File: src/core/pclk_pkg.sv
// Constants for the PLL and clock divider control block
package pclk_pkg;
  // Register byte offsets
  localparam logic [7:0] PCLK_OFF_PLL_CTL = 8'h00;
  localparam logic [7:0] PCLK_OFF_MAIN_CTL = 8'h04;
  localparam logic [7:0] PCLK_OFF_PERIPH = 8'h08;
  localparam logic [7:0] PCLK_OFF_IRQ_STS = 8'h0C;
  localparam logic [7:0] PCLK_OFF_IRQ_MASK = 8'h10;
  localparam logic [7:0] PCLK_OFF_STATE = 8'h14;
  // Reset values
  localparam logic [31:0] PCLK_PLL_CTL_RST = 32'h28080011;
  localparam logic [31:0] PCLK_MAIN_CTL_RST = 32'h00000000;
  localparam logic [31:0] PCLK_PERIPH_RST = 32'h00040004;
  // PLL control fields
  localparam int PCLK_FB_HI = 31;
  localparam int PCLK_FB_LO = 23;
  localparam int PCLK_IN_HI = 22;
  localparam int PCLK_IN_LO = 18;
  localparam int PCLK_OD_HI = 17;
  localparam int PCLK_OD_LO = 16;
  localparam int PCLK_LOCK_BIT = 10;
  localparam int PCLK_BYP_BIT = 9;
  localparam int PCLK_EN_BIT = 8;
  localparam int PCLK_ST_HI = 7;
  localparam logic [31:0] PCLK_PLL_CTL_WMASK = 32'hFFFF03FF;
  localparam logic [9:0] PCLK_DIV_OFFSET = 10'h002;
  // Main clock control: four 4-bit divider fields and change enable
  localparam int PCLK_MAIN_DIV_W = 16;
  localparam int PCLK_CE_BIT = 22;
  localparam logic [31:0] PCLK_MAIN_CTL_WMASK = 32'h0040FFFF;
  // Peripheral dividers: audio [8:0], pixel [26:16]
  localparam logic [31:0] PCLK_PERIPH_WMASK = 32'h07FF01FF;
  // Interrupt status bits
  localparam int PCLK_IRQ_W = 3;
  localparam int PCLK_IRQ_LOCK = 0;
  localparam int PCLK_IRQ_DIV = 1;
  localparam int PCLK_IRQ_SRC = 2;
  // Cycles the dividers stay held around a swap
  localparam logic [3:0] PCLK_GATE_CYC = 4'h4;
  // AXI responses
  localparam logic [1:0] PCLK_RESP_OKAY = 2'h0;
  localparam logic [1:0] PCLK_RESP_SLVERR = 2'h2;
  // Sequencer states
  typedef enum logic [1:0] {
    PCLK_SEQ_IDLE = 2'b00,
    PCLK_SEQ_GATE = 2'b01,
    PCLK_SEQ_SWAP = 2'b10,
    PCLK_SEQ_UNGATE = 2'b11
  } pclk_seq_e;
endpackage

File: src/core/pclk_ctrl.sv
// PLL control register, divider source switch and divider change sequencer
`timescale 1ns/1ps
// Contract
// 32-bit PLL control, word access, fixed reset
// Feedback divide equals field plus two
// Input divide equals field plus two
// Output divide codes 1,2,2,4
// Output frequency is input times M/N/NO
// Stable flag reads one once locked
// Enable starts lock, then source to PLL
// Disable selects 12 MHz input regardless
// Bypass selects 12 MHz while PLL runs
// Stabilise time counts RTC ticks, resets 11h
// Bits 15:11 ignore writes, read zero
// Software keeps raw frequency at least 100MHz
// Software keeps main divider ratios legal
// Change enable starts main division sequence
// Software gates device around peripheral change
// Peripheral divider applied now or at relock
// Source switch without truncated clock pulses
module pclk_ctrl
  import pclk_pkg::*;
(
  input wire logic clock_i,
  input wire logic reset_n_i,
  input wire logic real_time_clock_tick_i,
  input wire logic [7:0] s_axi_awaddr,
  input wire logic s_axi_awvalid,
  output logic s_axi_awready,
  input wire logic [31:0] s_axi_wdata,
  input wire logic [3:0] s_axi_wstrb,
  input wire logic s_axi_wvalid,
  output logic s_axi_wready,
  output logic [1:0] s_axi_bresp,
  output logic s_axi_bvalid,
  input wire logic s_axi_bready,
  input wire logic [7:0] s_axi_araddr,
  input wire logic s_axi_arvalid,
  output logic s_axi_arready,
  output logic [31:0] s_axi_rdata,
  output logic [1:0] s_axi_rresp,
  output logic s_axi_rvalid,
  input wire logic s_axi_rready,
  output logic synth_enable_o,
  output logic [9:0] feedback_divide_o,
  output logic [5:0] input_divide_o,
  output logic [2:0] output_divide_o,
  output logic src_pll_sel_o,
  output logic div_hold_o,
  output logic [15:0] main_dividers_o,
  output logic [8:0] audio_serial_divider_o,
  output logic [10:0] pixel_clock_divider_o,
  output logic irq_o
);

  // Reset release through two flops
  logic [1:0] rst_sync_q;
  logic rst_n;
  always_ff @(posedge clock_i or negedge reset_n_i) begin
    if (!reset_n_i) begin
      rst_sync_q <= 2'b00;
    end else begin
      rst_sync_q <= {rst_sync_q[0], 1'b1};
    end
  end
  assign rst_n = rst_sync_q[1];

  // RTC tick pin: three flops, edge counts once stages two and three agree
  logic [2:0] rtc_sync_q;
  logic rtc_level_q;
  logic rtc_edge;
  always_ff @(posedge clock_i or negedge rst_n) begin
    if (!rst_n) begin
      rtc_sync_q <= 3'b000;
      rtc_level_q <= 1'b0;
    end else begin
      rtc_sync_q <= {rtc_sync_q[1:0], real_time_clock_tick_i};
      if (rtc_sync_q[1] == rtc_sync_q[2]) begin
        rtc_level_q <= rtc_sync_q[2];
      end
    end
  end
  assign rtc_edge = (rtc_sync_q[1] == rtc_sync_q[2]) && rtc_sync_q[2] && !rtc_level_q;

  // AXI4-Lite write channel capture, address and data in either order
  logic aw_held_q, w_held_q;
  logic [7:0] aw_addr_q;
  logic [31:0] w_data_q;
  logic [3:0] w_strb_q;
  logic wr_fire, wr_ok, wr_full;
  assign wr_fire = aw_held_q && w_held_q && !s_axi_bvalid;
  assign wr_full = (w_strb_q == 4'hF);
  always_ff @(posedge clock_i or negedge rst_n) begin
    if (!rst_n) begin
      aw_held_q <= 1'b0;
      w_held_q <= 1'b0;
      aw_addr_q <= 8'h00;
      w_data_q <= 32'h00000000;
      w_strb_q <= 4'h0;
      s_axi_awready <= 1'b0;
      s_axi_wready <= 1'b0;
      s_axi_bvalid <= 1'b0;
      s_axi_bresp <= PCLK_RESP_OKAY;
    end else begin
      s_axi_awready <= !aw_held_q && !(s_axi_awvalid && s_axi_awready);
      s_axi_wready <= !w_held_q && !(s_axi_wvalid && s_axi_wready);
      if (s_axi_awvalid && s_axi_awready) begin
        aw_held_q <= 1'b1;
        aw_addr_q <= s_axi_awaddr;
      end
      if (s_axi_wvalid && s_axi_wready) begin
        w_held_q <= 1'b1;
        w_data_q <= s_axi_wdata;
        w_strb_q <= s_axi_wstrb;
      end
      if (wr_fire) begin
        aw_held_q <= 1'b0;
        w_held_q <= 1'b0;
        s_axi_bvalid <= 1'b1;
        s_axi_bresp <= wr_ok ? PCLK_RESP_OKAY : PCLK_RESP_SLVERR;
      end else if (s_axi_bready) begin
        s_axi_bvalid <= 1'b0;
      end
    end
  end

  // Partial-word or unmapped writes store nothing
  logic wr_pll, wr_main, wr_periph, wr_sts, wr_mask;
  assign wr_pll = wr_fire && wr_full && (aw_addr_q == PCLK_OFF_PLL_CTL);
  assign wr_main = wr_fire && wr_full && (aw_addr_q == PCLK_OFF_MAIN_CTL);
  assign wr_periph = wr_fire && wr_full && (aw_addr_q == PCLK_OFF_PERIPH);
  assign wr_sts = wr_fire && wr_full && (aw_addr_q == PCLK_OFF_IRQ_STS);
  assign wr_mask = wr_fire && wr_full && (aw_addr_q == PCLK_OFF_IRQ_MASK);
  assign wr_ok = wr_pll || wr_main || wr_periph || wr_sts || wr_mask;

  // PLL control register; reserved bits and lock flag never stored
  logic [31:0] ctl_q, ctl_new;
  logic relock;
  assign ctl_new = w_data_q & PCLK_PLL_CTL_WMASK;
  // Relock on turn-on or a change to the M, N or NO fields while running
  assign relock = wr_pll && ctl_new[PCLK_EN_BIT] && (!ctl_q[PCLK_EN_BIT] ||
      (ctl_new[PCLK_FB_HI:PCLK_OD_LO] != ctl_q[PCLK_FB_HI:PCLK_OD_LO]));
  always_ff @(posedge clock_i or negedge rst_n) begin
    if (!rst_n) begin
      ctl_q <= PCLK_PLL_CTL_RST & PCLK_PLL_CTL_WMASK;
    end else if (wr_pll) begin
      ctl_q <= ctl_new;
    end
  end

  // Divide values handed to the analog PLL
  always_ff @(posedge clock_i or negedge rst_n) begin
    if (!rst_n) begin
      synth_enable_o <= 1'b0;
      feedback_divide_o <= 10'h000;
      input_divide_o <= 6'h00;
      output_divide_o <= 3'h1;
    end else begin
      synth_enable_o <= ctl_q[PCLK_EN_BIT];
      feedback_divide_o <= {1'b0, ctl_q[PCLK_FB_HI:PCLK_FB_LO]} + PCLK_DIV_OFFSET;
      input_divide_o <= {1'b0, ctl_q[PCLK_IN_HI:PCLK_IN_LO]} + PCLK_DIV_OFFSET[5:0];
      // Codes 01 and 10 both give two; NO = 2^(od0+od1), see
      unique case (ctl_q[PCLK_OD_HI:PCLK_OD_LO])
        2'b00: output_divide_o <= 3'h1;
        2'b01: output_divide_o <= 3'h2;
        2'b10: output_divide_o <= 3'h2;
        2'b11: output_divide_o <= 3'h4;
      endcase
    end
  end

  // Stabilise counter on RTC ticks; lock flag drops with enable
  logic [7:0] stab_cnt_q;
  logic stab_run_q, lock_q;
  always_ff @(posedge clock_i or negedge rst_n) begin
    if (!rst_n) begin
      stab_cnt_q <= 8'h00;
      stab_run_q <= 1'b0;
      lock_q <= 1'b0;
    end else if (relock) begin
      stab_cnt_q <= ctl_new[PCLK_ST_HI:0];
      stab_run_q <= 1'b1;
      lock_q <= 1'b0;
    end else if (!ctl_q[PCLK_EN_BIT]) begin
      stab_run_q <= 1'b0;
      lock_q <= 1'b0;
    end else if (stab_run_q && rtc_edge) begin
      if (stab_cnt_q == 8'h00) begin
        stab_run_q <= 1'b0;
        lock_q <= 1'b1;
      end else begin
        stab_cnt_q <= stab_cnt_q - 8'h01;
      end
    end
  end

  // Desired divider source: PLL only when on, locked and not bypassed
  logic want_pll;
  assign want_pll = ctl_q[PCLK_EN_BIT] && lock_q && !ctl_q[PCLK_BYP_BIT];

  // Main clock control and pending peripheral dividers
  logic [31:0] main_ctl_q, periph_q;
  logic main_start, div_req_q, periph_pend_q;
  assign main_start = wr_main && main_ctl_q[PCLK_CE_BIT] &&
      (w_data_q[PCLK_MAIN_DIV_W-1:0] != main_dividers_o);
  always_ff @(posedge clock_i or negedge rst_n) begin
    if (!rst_n) begin
      main_ctl_q <= PCLK_MAIN_CTL_RST;
      periph_q <= PCLK_PERIPH_RST;
    end else begin
      if (wr_main) begin
        main_ctl_q <= w_data_q & PCLK_MAIN_CTL_WMASK;
      end
      if (wr_periph) begin
        periph_q <= w_data_q & PCLK_PERIPH_WMASK;
      end
    end
  end

  // Peripheral dividers: now with change enable, else at the next relock
  always_ff @(posedge clock_i or negedge rst_n) begin
    if (!rst_n) begin
      audio_serial_divider_o <= PCLK_PERIPH_RST[8:0];
      pixel_clock_divider_o <= PCLK_PERIPH_RST[26:16];
      periph_pend_q <= 1'b0;
    end else if (wr_periph && main_ctl_q[PCLK_CE_BIT]) begin
      audio_serial_divider_o <= w_data_q[8:0];
      pixel_clock_divider_o <= w_data_q[26:16];
      periph_pend_q <= 1'b0;
    end else if (wr_periph) begin
      periph_pend_q <= 1'b1;
    end else if (relock && periph_pend_q) begin
      audio_serial_divider_o <= periph_q[8:0];
      pixel_clock_divider_o <= periph_q[26:16];
      periph_pend_q <= 1'b0;
    end
  end

  // Sequencer: hold dividers, swap source or ratios, release
  pclk_seq_e seq_q;
  logic [3:0] gate_cnt_q;
  logic seq_need;
  assign seq_need = div_req_q || (want_pll != src_pll_sel_o);
  always_ff @(posedge clock_i or negedge rst_n) begin
    if (!rst_n) begin
      seq_q <= PCLK_SEQ_IDLE;
      gate_cnt_q <= 4'h0;
    end else begin
      unique case (seq_q)
        PCLK_SEQ_IDLE: begin
          if (seq_need) begin
            seq_q <= PCLK_SEQ_GATE;
            gate_cnt_q <= PCLK_GATE_CYC;
          end
        end
        PCLK_SEQ_GATE: begin
          // Let outstanding divided pulses finish before swapping
          if (gate_cnt_q == 4'h0) begin
            seq_q <= PCLK_SEQ_SWAP;
          end else begin
            gate_cnt_q <= gate_cnt_q - 4'h1;
          end
        end
        PCLK_SEQ_SWAP: begin
          seq_q <= PCLK_SEQ_UNGATE;
          gate_cnt_q <= PCLK_GATE_CYC;
        end
        PCLK_SEQ_UNGATE: begin
          if (gate_cnt_q == 4'h0) begin
            seq_q <= PCLK_SEQ_IDLE;
          end else begin
            gate_cnt_q <= gate_cnt_q - 4'h1;
          end
        end
      endcase
    end
  end

  // Hold line and swapped values, all from flops
  always_ff @(posedge clock_i or negedge rst_n) begin
    if (!rst_n) begin
      div_hold_o <= 1'b0;
      src_pll_sel_o <= 1'b0;
      main_dividers_o <= PCLK_MAIN_CTL_RST[15:0];
      div_req_q <= 1'b0;
    end else begin
      div_hold_o <= (seq_q == PCLK_SEQ_IDLE) ? seq_need : !(seq_q == PCLK_SEQ_UNGATE &&
          gate_cnt_q == 4'h0);
      if (seq_q == PCLK_SEQ_SWAP) begin
        src_pll_sel_o <= want_pll;
        if (div_req_q) begin
          main_dividers_o <= main_ctl_q[PCLK_MAIN_DIV_W-1:0];
        end
      end
      // Only a write made while change enable is already set starts the division sequence
      if (main_start) begin
        div_req_q <= 1'b1;
      end else if (seq_q == PCLK_SEQ_SWAP) begin
        div_req_q <= 1'b0;
      end
    end
  end

  // Sticky status, set wins over write-one-to-clear
  logic [PCLK_IRQ_W-1:0] sts_q, mask_q, ev;
  logic lock_d1_q;
  always_ff @(posedge clock_i or negedge rst_n) begin
    if (!rst_n) begin
      lock_d1_q <= 1'b0;
    end else begin
      lock_d1_q <= lock_q;
    end
  end
  assign ev[PCLK_IRQ_LOCK] = lock_q && !lock_d1_q;
  assign ev[PCLK_IRQ_DIV] = (seq_q == PCLK_SEQ_SWAP) && div_req_q;
  assign ev[PCLK_IRQ_SRC] = (seq_q == PCLK_SEQ_SWAP) && (want_pll != src_pll_sel_o);
  always_ff @(posedge clock_i or negedge rst_n) begin
    if (!rst_n) begin
      sts_q <= '0;
      mask_q <= '0;
      irq_o <= 1'b0;
    end else begin
      sts_q <= (sts_q & ~(wr_sts ? w_data_q[PCLK_IRQ_W-1:0] : '0)) | ev;
      if (wr_mask) begin
        mask_q <= w_data_q[PCLK_IRQ_W-1:0];
      end
      irq_o <= |(sts_q & mask_q);
    end
  end

  // Read channel; one cycle from address to data
  logic [31:0] rd_mux;
  logic rd_hit;
  always_comb begin
    rd_mux = 32'h00000000;
    rd_hit = 1'b1;
    unique case (s_axi_araddr)
      PCLK_OFF_PLL_CTL: rd_mux = ctl_q | ({31'h0, lock_q} << PCLK_LOCK_BIT);
      PCLK_OFF_MAIN_CTL: rd_mux = main_ctl_q;
      PCLK_OFF_PERIPH: rd_mux = periph_q;
      PCLK_OFF_IRQ_STS: rd_mux = {29'h0, sts_q};
      PCLK_OFF_IRQ_MASK: rd_mux = {29'h0, mask_q};
      PCLK_OFF_STATE: rd_mux = {26'h0, seq_q, periph_pend_q, div_req_q, div_hold_o,
          src_pll_sel_o};
      default: rd_hit = 1'b0;
    endcase
  end
  always_ff @(posedge clock_i or negedge rst_n) begin
    if (!rst_n) begin
      s_axi_arready <= 1'b0;
      s_axi_rvalid <= 1'b0;
      s_axi_rdata <= 32'h00000000;
      s_axi_rresp <= PCLK_RESP_OKAY;
    end else begin
      s_axi_arready <= !s_axi_rvalid && !(s_axi_arvalid && s_axi_arready);
      if (s_axi_arvalid && s_axi_arready) begin
        s_axi_rvalid <= 1'b1;
        s_axi_rdata <= rd_mux;
        s_axi_rresp <= rd_hit ? PCLK_RESP_OKAY : PCLK_RESP_SLVERR;
      end else if (s_axi_rready) begin
        s_axi_rvalid <= 1'b0;
      end
    end
  end

  // Checks
  localparam int SEQ_MAX = 20;
  chk_partial_write: assert property (@(posedge clock_i) disable iff (!rst_n)
    (wr_fire && !wr_full) |=> (s_axi_bresp == PCLK_RESP_SLVERR) && $stable(ctl_q))
    else $error("partial write not refused");
  // Gated on the previous cycle being out of reset, so the first edge after release is skipped
  chk_feedback_value: assert property (@(posedge clock_i) disable iff (!rst_n)
    $past(rst_n) |-> feedback_divide_o == {1'b0, $past(ctl_q[PCLK_FB_HI:PCLK_FB_LO])} + 10'h002)
    else $error("feedback divide wrong");
  chk_input_value: assert property (@(posedge clock_i) disable iff (!rst_n)
    $past(rst_n) |-> input_divide_o == {1'b0, $past(ctl_q[PCLK_IN_HI:PCLK_IN_LO])} + 6'h02)
    else $error("input divide wrong");
  chk_output_code: assert property (@(posedge clock_i) disable iff (!rst_n)
    ($past(ctl_q[PCLK_OD_HI:PCLK_OD_LO]) == 2'b11) |-> output_divide_o == 3'h4)
    else $error("output divide wrong");
  chk_lock_drops: assert property (@(posedge clock_i) disable iff (!rst_n)
    $fell(ctl_q[PCLK_EN_BIT]) |=> !lock_q)
    else $error("lock flag kept with pll off");
  chk_src_needs_lock: assert property (@(posedge clock_i) disable iff (!rst_n)
    $rose(src_pll_sel_o) |-> $past(lock_q && ctl_q[PCLK_EN_BIT] && !ctl_q[PCLK_BYP_BIT]))
    else $error("pll source picked without lock");
  chk_off_to_input: assert property (@(posedge clock_i) disable iff (!rst_n)
    (!ctl_q[PCLK_EN_BIT] && src_pll_sel_o) |-> ##[1:SEQ_MAX] !src_pll_sel_o)
    else $error("source stays on pll after disable");
  chk_bypass_input: assert property (@(posedge clock_i) disable iff (!rst_n)
    (ctl_q[PCLK_BYP_BIT] && src_pll_sel_o) |-> ##[1:SEQ_MAX] !src_pll_sel_o)
    else $error("bypass ignored");
  chk_reserved_zero: assert property (@(posedge clock_i) disable iff (!rst_n)
    (s_axi_arvalid && s_axi_arready && s_axi_araddr == PCLK_OFF_PLL_CTL)
      |=> s_axi_rdata[15:11] == 5'h00)
    else $error("reserved bits not zero");
  chk_div_done: assert property (@(posedge clock_i) disable iff (!rst_n)
    div_req_q |-> ##[1:SEQ_MAX] !div_req_q)
    else $error("division sequence stuck");
  chk_div_only_swap: assert property (@(posedge clock_i) disable iff (!rst_n)
    $changed(main_dividers_o) |-> $past(seq_q == PCLK_SEQ_SWAP && div_req_q))
    else $error("dividers changed outside sequence");
  chk_switch_held: assert property (@(posedge clock_i) disable iff (!rst_n)
    $changed(src_pll_sel_o) |-> div_hold_o && $past(div_hold_o, 2))
    else $error("source switched while dividers running");
  chk_irq_level: assert property (@(posedge clock_i) disable iff (!rst_n)
    $past(rst_n) |-> irq_o == |($past(sts_q) & $past(mask_q)))
    else $error("interrupt output wrong");
  cov_lock: cover property (@(posedge clock_i) disable iff (!rst_n) $rose(lock_q));
  cov_to_pll: cover property (@(posedge clock_i) disable iff (!rst_n) $rose(src_pll_sel_o));
  cov_div_seq: cover property (@(posedge clock_i) disable iff (!rst_n) ev[PCLK_IRQ_DIV]);
  cov_periph_late: cover property (@(posedge clock_i) disable iff (!rst_n)
    relock && periph_pend_q);

endmodule

File: config.mk
export PLATFORM = sky130hd
export DESIGN_NAME = pclk_ctrl
export DESIGN_NICKNAME = d
export VERILOG_FILES = /design/src/core/pclk_pkg.sv /design/src/core/pclk_ctrl.sv
export SDC_FILE = /design/constraint.sdc
export NUM_CORES = 1
export LEC_CHECK = 0
export BUFFER_PORTS_ARGS = -buffer_cell sky130_fd_sc_hd__buf_4
export CAP_MARGIN = 30
export CORE_MARGIN = 1
export CORE_UTILIZATION = 30
export CTS_BUF_LIST = sky130_fd_sc_hd__clkbuf_4 sky130_fd_sc_hd__clkbuf_8
export DETAILED_ROUTE_END_ITERATION = 10
export GPL_ROUTABILITY_DRIVEN = 0
export PLACE_DENSITY = 0.56
export REMOVE_ABC_BUFFERS = 1
export SYNTH_ARGS = -nofsm -noshare
export SYNTH_HDL_FRONTEND = slang
export SYNTH_SLANG_ARGS = --single-unit
File: constraint.sdc
create_clock -name clock_i -period 11.32 [get_ports clock_i]
set_input_delay 2.264 -clock clock_i [delete_from_list [all_inputs] [get_ports clock_i]]
set_output_delay 2.264 -clock clock_i [all_outputs]
set_load 0.1 [all_outputs]
==> results.yml, run 1 <==
worst_setup_path:
  path_cells: "buf_4 > nor3_1 > nand3_1 > nand3b_1 > nor3_2 > a221o_1"
  max_stage_delay_ns: 0.79
  required_ns: 11.81
  worst-setup-path-type: "input port to flop"
  slowest_stage: "nor3_2"
  critPathArrivalTime_ns: 4.34
  setup.worst_path.start_class: "input port"
  crit_fanout: 11
  critPathCaptureType: "flop"
clocking:
  cts_max_level: 2
  cts_tree: "yes"
  cts.path.max_buffers: 3
  path_clk_slew_ns: 0.06
  cts_resized: 0
  worstSkewPairLatency_ns: 0.55
  root_buffer: "clkbuf_8"
  cts.sinks: 238
  numCtsBuffers: 42
  hold_buffers: 0
  cts_setup_buffers: 0
final_layout:
  nFillCells: 3380
  drive_above_1_share_pct: 36.1
  fin_nets: 1131
  synthToLayoutAreaGrowth_pct: 24.3
  antennaDiodeCount: 0
global_route:
  grt_pass1_vias: 7499
  grt_pass1_wl_mm: 44.2
  grt_usage_pct: 16.0
  grt_overflow: 0
  antenna_found_initial: 0
  grt_max_degree: 66
logic_synthesis:
  synth_top_area_share_pct: 54.8
  syn_avg_cell_area_um2: 11.7
  netlist_area_mm2: 0.0104
  synth_area_leaders: "dfrtp_1, mux2_2, nand2_1, dfstp_2, o41a_1"
  synth_common_cells: "dfrtp_1, nand2_1, mux2_2"
  seq_area_frac_synth_pct: 57.3
  synth.distinct_cells: 55
  synth_warnings: 0
  synthCells: 892
  ys_async_sr_fraction_pct: 100
  synth-seq-cells: 238
  yosysMostFrequentCell: "dfrtp_1"
  synth_enable_flop_cells: 0
  ys.flop_type: "dfrtp_1"
  yosysTopAreaCell: "dfrtp_1"
sta:
  setup_viol: 0
  rsz0062_at_grt: "false"
  fin_crit_sh_pct: 34.0
  final.setup_skew_ns: 0.0341
  timing.fmax_mhz: 260
  slew-limit-headroom_pct: 33.3
  worst_pin_slew_ns: 1.00
  tns_ns: 0
  maxSlewViolCount: 0
  min_period_ns: 3.85
  setup_slack_ns: 7.47
  hold_viol_final: 0
floorplanning:
  die_y_um: 188
  row_count: 67
  start_util_pct: 30.7
  die_area_mm2: 0.0355
  coreArea_mm2: 0.0339
  pin_count: 160
  die_w_um: 188
route:
  post_drt_wl_per_cell_um: 18.3
  drtPass1Iterations: 7
  routed_wl_mm: 28.2
  drtIter0Drc: 478
  drc: 0
  ant_nets: 0
  via_per_inst: 4.81
  vias: 7406
placement:
  place_ws_ns: 6.85
  hpwl_mm: 19.0
  port_buffers: 157
status:
  outcome: "finished clean"
power_and_ir_drop:
  leakage_nw: 6.25
  switchingPower_mw: 0.688
  ir_worst_vdd_mv: 0.185
  swShare_pct: 30.1
  cellInternalPower_mw: 1.60
  power_frac_seq_pct: 47.9
  power_density_mw_per_mm2: 177
  combPwrFrac_pct: 14.9
  clockPowerShare_pct: 37.2
flow_run:
  drv_cap: 0
hold_path:
  min-delay-path-class: "flop to flop"
final timing paths:
check                      slack (ns)                        end  cells past startpoint             from
setup reg to reg                 8.04  audio_serial_divider_o[2]                      6     aw_addr_q[4]
max in group asynchronous        8.80       feedback_divide_o[7]                      2    rst_sync_q[1]
hold / removal                   0.35              rst_sync_q[1]                      0    rst_sync_q[0]
setup / recovery                 7.47            s_axi_rdata[22]                      6  s_axi_araddr[5]
min in group asynchronous        0.41                w_data_q[0]                      0    rst_sync_q[1]
hold reg to reg                  0.35              rst_sync_q[1]                      0    rst_sync_q[0]
sequential cells by signal, indices dropped and copies added (netlist names), 8 cells and up:
name,count
s_axi_rdata,32
w_data_q,32
ctl_q,26
periph_q,20
aw_addr_q,8
main_dividers_o,16
pixel_clock_divider_o,11
main_ctl_q,17
stab_cnt_q,8
feedback_divide_o,10
audio_serial_divider_o,9
final cells by class:
class	count	area (µm²)	share of cell area [%]
Sequential cell	238	5970	46.1
Multi-Input combinational cell	586	4140	32.0
Timing Repair Buffer	168	1260	9.74
Clock buffer	70	882	6.81
Tap cell	448	561	4.33
Inverter	23	86.3	0.667
Clock inverter	7	45.0	0.348
stage by stage:
stage | instance area [µm²] | utilization (%) | power [mW] | hold slack [ns] | std cells
after floorplan | 10200 | - | 1.31 | 0.331 | 847
after global placement | 12000 | 35.5 | 1.45 | 0.336 | 1463
after CTS | 12900 | 38.2 | 2.32 | 0.349 | 1540
final | 12900 | 38.2 | 2.29 | 0.347 | 1540
after detailed placement | 12000 | 35.5 | 1.46 | 0.335 | 1463
after global routing | 12900 | 38.2 | 2.41 | 0.356 | 1540
critical path: cells and delay by family:
| kind | cells | cell delay (ns) |
|---|---|---|
| buffers and inverters | 1 | 0.11 |
| AND/OR/NAND/NOR | 4 | 1.70 |
| AO/OA/AOI/OAI | 1 | 0.25 |
layout by cell type, fill, tap and decap left out, types with 6 or more instances in the layout:
| master | count |
|---|---|
| a222oi_1 | 7 |
| mux2_2 | 110 |
| nand3_1 | 13 |
| xnor2_1 | 25 |
| a21o_1 | 7 |
| a21oi_1 | 11 |
| clkbuf_4 | 13 |
| o21ai_0 | 19 |
| nor3_1 | 6 |
| a21oi_2 | 19 |
| inv_1 | 23 |
| xor2_1 | 22 |
| o41a_1 | 20 |
| nand2_1 | 186 |
| nor4_1 | 6 |
| a22oi_1 | 13 |
| a22o_1 | 8 |
| dfstp_2 | 10 |
| dfrtp_1 | 227 |
| mux2i_1 | 6 |
| clkbuf_8 | 57 |
| nor2_1 | 43 |
| ha_1 | 12 |
| buf_4 | 168 |
cells by family after synthesis:
family	Yosys count	synth area share [%]
simple gates	290	12.5
flops	238	57.3
compound gates	118	9.13
mux	116	12.5
buf+inv	69	3.06
xor+xnor	47	3.95
fa+ha+maj	12	1.44
other cells	2	0.0721
routing by layer:
metal | track usage, % | routed length (µm)
met4 | 5.92 | 744
met1 | 21.3 | 12300
met2 | 25.4 | 13200
met5 | 0 | 0
met3 | 3.80 | 1890
power by group through the flow:
| stage | clock network [mW] | logic, mW | registers [mW] |
|---|---|---|---|
| after global placement | 0 | 0.342 | 1.11 |
| final | 0.852 | 0.340 | 1.10 |
| after global routing | 0.922 | 0.370 | 1.11 |
| after CTS | 0.879 | 0.347 | 1.10 |
| after detailed placement | 0 | 0.345 | 1.11 |
| after floorplan | 0 | 0.187 | 1.13 |
(Power assumes the default switching activity.)
==> run 2: changes to the inputs <==
==> constraint.sdc (replaced) <==
create_clock -name clock_i -period 3.8 [get_ports clock_i]
set_input_delay 0.76 -clock clock_i [delete_from_list [all_inputs] [get_ports clock_i]]
set_output_delay 0.76 -clock clock_i [all_outputs]
set_load 0.1 [all_outputs]
==> results.yml, run 2 (synthesis gave the netlist of run 1 again) <==
status:
  outcome: "finished clean"
clocking:
  cts_resized: 0
  path_clk_slew_ns: 0.06
  numCtsBuffers: 42
  cts_setup_buffers: 0
  cts.sinks: 238
  root_buffer: "clkbuf_8"
  worstSkewPairLatency_ns: 0.57
  cts_tree: "yes"
  cts_max_level: 2
  cts.path.max_buffers: 3
worst_setup_path:
  worst-setup-path-type: "flop to flop"
  critPathCaptureType: "flop"
  slowest_stage: "and2_1"
  required_ns: 4.26
  critPathArrivalTime_ns: 3.28
  path_buf_inv: 0
  max_stage_delay_ns: 0.85
  crit_family: "simple AND/OR/NAND/NOR gates"
  path_cells: "xnor2_1 > nand4_1 > nor4_1 > and2_1 > o41a_1 > a21oi_2"
  crit_fanout: 20
  setup.worst_path.start_class: "flop"
global_route:
  grt_max_degree: 98
  grt_pass1_vias: 7538
  grt_overflow: 0
  grt_usage_pct: 16.2
  grt_pass1_wl_mm: 44.3
  antenna_found_initial: 0
sta:
  final.setup_skew_ns: 0.0322
  rsz0062_at_grt: "false"
  maxSlewViolCount: 0
  fin_crit_sh_pct: 74.1
  hold_viol_final: 0
  min_period_ns: 2.82
  setup_viol: 0
  worst_pin_slew_ns: 0.979
  timing.fmax_mhz: 355
  slew-limit-headroom_pct: 34.6
route:
  drtIter0Drc: 387
  ant_nets: 0
  routed_wl_mm: 28.0
  post_drt_wl_per_cell_um: 18.1
  drc: 0
  via_per_inst: 4.77
  drtPass1Iterations: 5
  vias: 7366
power_and_ir_drop:
  power_density_mw_per_mm2: 525
  ir_worst_vdd_mv: 0.541
  leakage_nw: 6.28
  total_power_mw: 6.83
final_layout:
  fin_nets: 1137
  final_common_cell: "dfrtp_1"
  stdcell_count: 1545
  layout_common_cells: "dfrtp_1, nand2_1, buf_4"
  multi_input_area_mm2: 0.00414
  drive_above_1_share_pct: 36.3
  top_regs: "s_axi_rdata: 32 flops, w_data_q: 32 flops, ctl_q: 26 flops"
  nFillCells: 3354
  synthToLayoutAreaGrowth_pct: 24.9
  register_area_mm2: 0.00597
  antennaDiodeCount: 0
floorplanning:
  die_y_um: 188
  row_count: 67
  die_area_mm2: 0.0355
  coreArea_mm2: 0.0339
  die_w_um: 188
  start_util_pct: 30.7
  pin_count: 160
flow_run:
  drv_cap: 0
placement:
  port_buffers: 157
  hpwl_mm: 19.1
  dp.cells: 1468
hold_path:
  min-delay-path-class: "flop to asynchronous set/reset pin"
## run 2: repair_timing
action / 4_1_cts / 5_1_grt
endpoints found under the hold margin: 2 / 0
hold buffers: 1 / 0
endpoints found under the setup margin: 0 / 0
## run 2: cell type report
class                   instances  share of cell area [%]
inverters                      23                   0.664
well taps                     448                    4.31
repair buffers                174                    10.3
flip-flops and latches        238                    45.9
clock buffers                  68                    6.43
clock inverters                 8                   0.625
multi-input cells             586                    31.8
## run 2: report_power, final
part	internal [mW]	leakage (nW)	switching [mW]
Sequential	2.83	3.14	0.450
Clock	1.47	0.494	1.07
Combinational	0.467	2.65	0.539
Total	4.77	6.28	2.06
## run 2: through the flow
stage	utilization, %	area, µm²	worst slack [ns]	hold slack, ns	setup TNS (ns)
2_1_floorplan	-	10200	-3.31	0.331	-760.91
3_3_place_gp	35.7	12100	1.08	0.235	0
3_5_place_dp	35.7	12100	1.05	0.234	0
4_1_cts	38.4	13000	1.04	0.235	0
5_1_grt	38.4	13000	0.780	0.257	0
6_report	38.4	13000	0.983	0.222	0
## run 2: worst paths after layout
check	cells past startpoint	from	slack, ns	endpoint
max in group asynchronous	1	rst_sync_q[1]	2.62	audio_serial_divider_o[6]
setup reg to reg	6	w_data_q[23]	0.98	audio_serial_divider_o[1]
hold reg to reg	0	rst_sync_q[1]	0.22	aw_addr_q[0]
min in group clock_i	1	real_time_clock_tick_i	0.31	rtc_sync_q[0]
setup / recovery	6	w_data_q[23]	0.98	audio_serial_divider_o[1]
hold / removal	0	rst_sync_q[1]	0.22	aw_addr_q[0]
## run 2: per-layer routing
metal,up-vias,GRT usage (%),wire [µm]
met5,-,0,0
met4,0,5.21,662
met3,56,4.00,1540
met2,197,26.2,13400
met1,3675,21.3,12400
li1,3438,-,-
